===== src/rtl/ssw_pkg.sv =====
package ssw_pkg;
  // word geometry
  localparam int unsigned WORD_W = 16;
  localparam int unsigned BYTE_W = 8;
  localparam int unsigned CODE_W = 4;
  localparam int unsigned FIELD_W = 6;
  localparam int unsigned SLOT_N = 64;
  localparam int unsigned PSU_N = 6;
  localparam int unsigned BYTE_N = 2;
  // bit positions inside the status word
  localparam int unsigned ACTIVE_BIT = 15;
  localparam int unsigned SIM_BIT = 14;
  localparam int unsigned FAULT_BIT = 13;
  localparam int unsigned MODF_BIT = 12;
  localparam int unsigned CODE_LSB = 8;
  localparam int unsigned MULTI_BIT = 7;
  localparam int unsigned PARAM_BIT = 6;
  localparam int unsigned FIELD_LSB = 0;
  // byte order on the cyclic input data, high byte first
  localparam logic IDX_HIGH = 1'h0;
  localparam logic IDX_LOW = 1'h1;
  // reset values
  localparam logic [15:0] WORD_RST = 16'h0000;
  localparam logic [7:0] BYTE_RST = 8'h00;
  // error codes
  localparam logic [3:0] CODE_NONE = 4'h0;
  localparam logic [3:0] CODE_IOC_RAM = 4'h1;
  localparam logic [3:0] CODE_IOC_REG = 4'h2;
  localparam logic [3:0] CODE_IOC_FLASH = 4'h3;
  localparam logic [3:0] CODE_IOC_INT = 4'h4;
  localparam logic [3:0] CODE_IOC_CMD = 4'h5;
  localparam logic [3:0] CODE_MODULE = 4'h6;
  localparam logic [3:0] CODE_PSU = 4'h7;
  localparam logic [3:0] CODE_MP_RAM = 4'h8;
  localparam logic [3:0] CODE_MP_FLASH = 4'h9;
  localparam logic [3:0] CODE_MP_WDOG = 4'hA;
  localparam logic [3:0] CODE_RED_ARITH = 4'hB;
  localparam logic [3:0] CODE_RED_PARTNER = 4'hC;
  localparam logic [3:0] CODE_RED_LINK = 4'hD;
  localparam logic [3:0] CODE_RED_PARAM = 4'hE;
  localparam logic [3:0] CODE_RESERVED = 4'hF;
  // saturation value of the six-bit field
  localparam logic [5:0] FIELD_MAX = 6'h3F;
endpackage : ssw_pkg


===== src/rtl/ssw_byte_mem.sv =====
`timescale 1ns/1ps
`default_nettype none
// two-byte image of the status word, registered read port
module ssw_byte_mem (
  // clock and reset
  input wire logic sys_clk_i,
  input wire logic sys_rst_i,
  // write side, whole word each cycle
  input wire logic [15:0] wr_word_i,
  // read side
  input wire logic rd_en_i,
  input wire logic rd_idx_i,
  output logic [7:0] rd_data_o
);
  typedef struct packed {
    logic [ssw_pkg::BYTE_N-1:0][7:0] mem;
    logic [7:0] rd_data;
  } ssw_mem_state_t;

  ssw_mem_state_t st;
  ssw_mem_state_t next_st;

  // read sees the image before this edge's write, so a byte matches status_word_o of the request cycle
  always_comb begin
    next_st = st;
    if (rd_en_i) begin
      next_st.rd_data = st.mem[rd_idx_i];
    end
    next_st.mem[ssw_pkg::IDX_HIGH] = wr_word_i[15:8];
    next_st.mem[ssw_pkg::IDX_LOW] = wr_word_i[7:0];
  end

  always_ff @(posedge sys_clk_i) begin
    if (sys_rst_i) begin
      st <= '0;
    end else begin
      st <= next_st;
    end
  end

  assign rd_data_o = st.rd_data;
endmodule : ssw_byte_mem
`default_nettype wire


===== src/rtl/ssw_status_word.sv =====
`timescale 1ns/1ps
`default_nettype none
// Notes on behaviour
// - word sent as two bytes, high first
// - bit 14 set while any module simulated
// - top-priority error code in bits 11..8
// - power supply fault uses code 7
// - single module fault: slot number in low bits
// - multiple faults: active error count there
// - only supply faults: per-supply fault bitmap
// - codes 0..6: none, controller errors, module
// - codes 8, 9, A: main processor errors
// - codes B..E redundancy; F never reported
module ssw_status_word (
  // clock and reset
  input wire logic sys_clk_i,
  input wire logic sys_rst_i,
  // station state
  input wire logic unit_active_i,
  input wire logic [63:0] slot_sim_i,
  input wire logic param_busy_i,
  // fault sources
  input wire logic [15:0] gen_fault_i,
  input wire logic [63:0] slot_fault_i,
  input wire logic [5:0] psu_fault_i,
  // cyclic input data byte port
  input wire logic byte_req_i,
  input wire logic byte_idx_i,
  output logic byte_valid_o,
  output logic [7:0] byte_data_o,
  // whole word
  output logic [15:0] status_word_o
);
  typedef struct packed {
    logic [15:0] word;
    logic valid;
  } ssw_state_t;

  ssw_state_t st;
  ssw_state_t next_st;

  // what the low six bits mean this cycle
  typedef enum logic [1:0] {
    FSRC_NONE,
    FSRC_SLOT,
    FSRC_COUNT,
    FSRC_MAP
  } ssw_field_src_t;

  // fault summary signals
  logic [3:0] code;
  logic [5:0] field;
  logic [5:0] cnt_sat;
  logic [5:0] first_slot;
  logic [15:0] gen_valid;
  logic [15:0] code_hit;
  logic [15:0] word_now;
  logic mod_any;
  logic psu_any;
  logic gen_any;
  logic psu_only;
  logic multi;
  logic any_fault;
  ssw_field_src_t field_src;

  // counters and the first-slot search
  logic [7:0] err_cnt;
  logic [6:0] slot_cnt;
  logic [2:0] psu_cnt;
  logic [4:0] gen_cnt;
  logic [64:0] slot_seen;
  logic [63:0] slot_first;

  // per-code qualification; 0, 6, 7 and F never come from a general source
  for (genvar i = 0; i < 16; i++) begin : g_code
    if (i == int'(ssw_pkg::CODE_NONE) || i == int'(ssw_pkg::CODE_MODULE) ||
        i == int'(ssw_pkg::CODE_PSU) || i == int'(ssw_pkg::CODE_RESERVED)) begin : g_unused
      assign gen_valid[i] = 1'h0;
    end else begin : g_used
      assign gen_valid[i] = gen_fault_i[i];
    end
  end

  // one presence flag per code; module and supply faults fill their own places
  always_comb begin
    code_hit = gen_valid;
    code_hit[ssw_pkg::CODE_MODULE] = mod_any;
    code_hit[ssw_pkg::CODE_PSU] = psu_any;
  end

  // lowest code number wins, so a supply fault hides behind codes 1 to 6
  always_comb begin
    code = ssw_pkg::CODE_NONE;
    for (int i = 15; i >= 1; i--) begin
      if (code_hit[i]) begin
        code = 4'(i);
      end
    end
  end

  // ripple of faults below each slot; the first faulty one has none below it
  assign slot_seen[0] = 1'h0;
  for (genvar i = 0; i < ssw_pkg::SLOT_N; i++) begin : g_slot
    assign slot_seen[i + 1] = slot_seen[i] | slot_fault_i[i];
    assign slot_first[i] = slot_fault_i[i] & ~slot_seen[i];
  end

  // one-hot first slot to slot number; at most one bit is set, so OR is enough
  always_comb begin
    first_slot = '0;
    for (int i = 0; i < 64; i++) begin
      if (slot_first[i]) begin
        first_slot = first_slot | 6'(i);
      end
    end
  end

  // faulty slots; seven bits hold all 64
  always_comb begin
    slot_cnt = '0;
    for (int i = 0; i < 64; i++) begin
      slot_cnt = slot_cnt + 7'(slot_fault_i[i]);
    end
  end

  // faulty supplies
  always_comb begin
    psu_cnt = '0;
    for (int i = 0; i < ssw_pkg::PSU_N; i++) begin
      psu_cnt = psu_cnt + 3'(psu_fault_i[i]);
    end
  end

  // active general sources, at most twelve
  always_comb begin
    gen_cnt = '0;
    for (int i = 0; i < 16; i++) begin
      gen_cnt = gen_cnt + 5'(gen_valid[i]);
    end
  end

  // narrow partial counts keep the adders small; the sum of 82 fits eight bits
  assign err_cnt = 8'(slot_cnt) + 8'(psu_cnt) + 8'(gen_cnt);

  // fault summaries
  assign mod_any = |slot_fault_i;
  assign psu_any = |psu_fault_i;
  assign gen_any = |gen_valid;
  assign any_fault = mod_any | psu_any | gen_any;
  assign psu_only = psu_any & ~mod_any & ~gen_any;
  // several supply faults alone still read as the bitmap case
  assign multi = (err_cnt > 8'h01) & ~psu_only;

  // choose the meaning of the low field, bitmap first
  always_comb begin
    field_src = FSRC_NONE;
    if (psu_only) begin
      field_src = FSRC_MAP;
    end else if (multi) begin
      field_src = FSRC_COUNT;
    end else if (mod_any) begin
      field_src = FSRC_SLOT;
    end
  end

  // the count saturates since the field has six bits only
  assign cnt_sat = (err_cnt > {2'h0, ssw_pkg::FIELD_MAX}) ? ssw_pkg::FIELD_MAX : err_cnt[5:0];

  // low field selection; a single general fault leaves it at zero
  always_comb begin
    unique case (field_src)
      FSRC_MAP: field = psu_fault_i;
      FSRC_COUNT: field = cnt_sat;
      FSRC_SLOT: field = first_slot;
      FSRC_NONE: field = '0;
    endcase
  end

  // assemble the word from the summaries
  always_comb begin
    word_now = ssw_pkg::WORD_RST;
    word_now[ssw_pkg::ACTIVE_BIT] = unit_active_i;
    word_now[ssw_pkg::SIM_BIT] = |slot_sim_i;
    word_now[ssw_pkg::FAULT_BIT] = any_fault;
    word_now[ssw_pkg::MODF_BIT] = (code == ssw_pkg::CODE_MODULE);
    word_now[ssw_pkg::CODE_LSB +: ssw_pkg::CODE_W] = code;
    word_now[ssw_pkg::MULTI_BIT] = multi;
    word_now[ssw_pkg::PARAM_BIT] = param_busy_i;
    word_now[ssw_pkg::FIELD_LSB +: ssw_pkg::FIELD_W] = field;
  end

  // the byte answer follows each request by one cycle
  always_comb begin
    next_st = st;
    next_st.word = word_now;
    next_st.valid = byte_req_i;
  end

  // one register for word and answer flag, synchronous reset
  always_ff @(posedge sys_clk_i) begin
    if (sys_rst_i) begin
      st <= '{word: ssw_pkg::WORD_RST, valid: 1'h0};
    end else begin
      st <= next_st;
    end
  end

  // byte image follows the word register, index 0 is the high byte
  ssw_byte_mem u_mem (
    .sys_clk_i(sys_clk_i),
    .sys_rst_i(sys_rst_i),
    .wr_word_i(next_st.word),
    .rd_en_i(byte_req_i),
    .rd_idx_i(byte_idx_i),
    .rd_data_o(byte_data_o)
  );

  // outputs straight from the registers
  assign byte_valid_o = st.valid;
  assign status_word_o = st.word;
endmodule : ssw_status_word
`default_nettype wire


===== config.mk =====
export PLATFORM = sky130hd
export DESIGN_NAME = ssw_status_word
export DESIGN_NICKNAME = d
export VERILOG_FILES = /design/src/rtl/ssw_pkg.sv /design/src/rtl/ssw_byte_mem.sv /design/src/rtl/ssw_status_word.sv
export SDC_FILE = /design/constraint.sdc
export NUM_CORES = 1
export LEC_CHECK = 0
export ABC_AREA = 1
export BUFFER_PORTS_ARGS = -buffer_cell sky130_fd_sc_hd__buf_2
export CAP_MARGIN = 40
export CORE_MARGIN = 5
export CORE_UTILIZATION = 55
export DETAILED_ROUTE_END_ITERATION = 12
export PLACE_DENSITY = 0.89
export SLEW_MARGIN = 15
export SYNTH_ARGS = -nofsm -noshare
export SYNTH_HDL_FRONTEND = slang
export SYNTH_SLANG_ARGS = --single-unit

===== constraint.sdc =====
create_clock -name sys_clk_i -period 9.5 [get_ports sys_clk_i]
set_clock_uncertainty 0.05 [all_clocks]
set_input_delay 0.475 -clock sys_clk_i [delete_from_list [all_inputs] [get_ports sys_clk_i]]
set_output_delay 0.475 -clock sys_clk_i [all_outputs]
set_load 0.03 [all_outputs]

==> results.sh <==
export IMPL_slew_violations=0
export IMPL_port_buffers=176
export IMPL_remaining_drc_errors=0
export IMPL_drtPass1Iterations=5
export IMPL_num_vias=5010
export IMPL_io_pins=181
export IMPL_htreeDepth=1
export IMPL_die_width_um=101.8
export IMPL_cts_reportedPaths_clkPinSlew_ns=0.08
export IMPL_layout_min_cycle_time_ns=6.732
export IMPL_synth_seq_area_share=0.1079
export IMPL_syn_area_per_cell_um2=7.094
export IMPL_grt_overflow=0
export IMPL_cts_tree="yes"
export IMPL_synth_top_cell_area_share=0.3064
export IMPL_cts_made_buffers=3
export IMPL_gp_congestion=0.9304
export IMPL_yosysWarnings=0
export IMPL_maxSlewHeadroom=0.6596
export IMPL_synth_cells=654
export IMPL_post_cts_buffers=0
export IMPL_wire_per_inst_um=15.27
export IMPL_area_delta_synth_final_pct=22.41
export IMPL_die_area_um2=10370
export IMPL_routed_wl_um=14280
export IMPL_final_common_cell="buf_2"
export IMPL_max_freq_mhz=148.5
export IMPL_synth_seq_cells=25
export IMPL_diodes=0
export IMPL_max_cap_violations=0
export IMPL_dpl_hpwl_um=12890
export IMPL_antenna_found_initial=0
export IMPL_layout_common_cells="176 x buf_2, 162 x inv_1, 89 x nand2_1, 82 x nor2_1, 71 x fa_1"
export IMPL_worst_pin_slew_ns=0.5067
export IMPL_row_count=33
export IMPL_cts_root_buffer="clkbuf_8"
export IMPL_yosysTopAreaCell="fa_1"
export IMPL_grt_setup_unrepaired="no"
export IMPL_grt_pass1_wl_um=22710
export IMPL_synth_area_top_cells="fa_1 31%, inv_1 13%, dfxtp_1 11%"
export IMPL_drive_gt1_frac=0.2446
export IMPL_cts_sinks=25
export IMPL_status="completed"
export IMPL_hold_violations=0
export IMPL_fp_coreArea_um2=8217
export IMPL_synth_area_um2=4639
export IMPL_die_h_um=101.8
export IMPL_ctsResizeCount=0
export IMPL_fin_crit_sh=0.7087
export IMPL_synth_distinct_cells=37
export IMPL_setup_viol=0
export IMPL_grt_max_degree=16
export IMPL_clk_latency_ns=0.27
export IMPL_crit_required_ns=9.65
export IMPL_ant_nets=0
export IMPL_final_setup_tns_ns=0
export IMPL_synth_fp_nets=897
export IMPL_grt_usage=0.2725
export IMPL_cp_arrival_ns=6.88
export IMPL_fillers=700
export IMPL_fin_nets=1074
export IMPL_min_delay_path_class="input port to register"
export IMPL_clk_path_buf_depth=2
export IMPL_crit_type="input port to register"
export IMPL_grt_pass1_vias=5077
export IMPL_start_util=0.5646
export IMPL_via_per_inst=5.358
export IMPL_cp_max_fo=6
export IMPL_worstSetupStartpointType="input port"
export IMPL_dr_first_iter_drc_count=369
export IMPL_end_kind="register"
export IMPL_hold_buffers=0
## worst paths after layout
| kind | startpoint | endpoint | slack, ns | cells past startpoint |
|---|---|---|---|---|
| worst max-delay path | slot_fault_i[47] | u_mem.st[18] | 2.77 | 26 |
| worst max register to register | status_word_o[7] | u_mem.rd_data_o[7] | 8.72 | 2 |
| worst min register to register | u_mem.st[10] | u_mem.rd_data_o[2] | 0.42 | 2 |
| worst min-delay path | unit_active_i | u_mem.st[15] | 0.36 | 3 |
## registers in the layout, indices dropped and copies added (netlist names)
| register | cells |
|---|---|
| u_mem.st | 15 |
| u_mem.rd_data_o | 8 |
| byte_valid_o | 1 |
| status_word_o | 1 |
## critical path, cell delays in order
cell and delay [ns]:
buf_2 0.12, inv_1 0.08, fa_1 0.59, fa_1 0.45
fa_1 0.49, fa_1 0.55, inv_1 0.06, fa_1 0.50
inv_1 0.06, fa_1 0.53, fa_1 0.45, fa_1 0.50
inv_1 0.05, ha_1 0.20, fa_1 0.42, nand3_1 0.13
nand2_1 0.06, nand2_1 0.07, nand2_1 0.05, a21oi_1 0.15
nand2_1 0.07, inv_1 0.08, nand3b_1 0.12, nor2_1 0.28
o21ai_0 0.18, a21oi_1 0.16
## cell usage after synthesis, drive strengths merged
master	number
nand2	93
a21oi	35
nand4	31
a41oi	1
and2	1
nor3b	1
dfxtp	25
nor4	22
clkbuf	3
a211oi	1
buf	1
or4	1
or2	1
clkinv	1
o211ai	2
o2111ai	1
nand3	40
ha	16
xor2	3
nor2	94
o21ai	27
and3	2
fa	71
o22ai	1
inv	162
nand3b	1
nor3	17
## per-layer routing
layer	vias up	routed length (µm)	share of wire	global-route usage
met5	-	0	0	0
met3	39	957	0.067	0.03003
met4	0	337	0.024	0.06256
met1	2319	5944	0.42	0.3763
met2	231	7036	0.49	0.4643
li1	2421	-	-	-
## metrics by stage
step | instances | setup WS (ns) | hold WS, ns | util | cell area (µm²)
2_1_floorplan | 654 | 3.211 | 0.5151 | - | 4639
3_3_place_gp | 931 | 2.648 | 0.4089 | 0.6855 | 5633
3_5_place_dp | 931 | 2.552 | 0.3991 | 0.6855 | 5633
4_1_cts | 935 | 2.786 | 0.3563 | 0.6912 | 5679
5_1_grt | 935 | 2.467 | 0.3698 | 0.6912 | 5679
6_report | 935 | 2.768 | 0.3555 | 0.6912 | 5679
## kinds of logic (layout without fill, tap and decap cells)
kind of cell / count (synthesis) / in the layout / synth area share
buf+inv: 167 / 343 / 0.1359
fa+ha+maj: 87 / 87 / 0.3495
flops: 25 / 25 / 0.1079
xor+xnor: 3 / 3 / 0.005664
simple gates: 304 / 304 / 0.3225
compound gates: 68 / 68 / 0.07848
## area by class of cell
cell class / instances / area [µm²] / share of cell area
clock buffer: 3 / 41.29 / 0.007270
clock inverter: 1 / 5.005 / 0.0008813
inverter: 163 / 611.8 / 0.1077
multi-input combinational: 462 / 3508 / 0.6178
sequential: 25 / 500.5 / 0.08813
tap: 105 / 131.4 / 0.02313
timing repair buffer: 176 / 880.8 / 0.1551
Power is not shown: default switching activity piles up to over one toggle a cycle in this logic, so the estimate is an artifact.
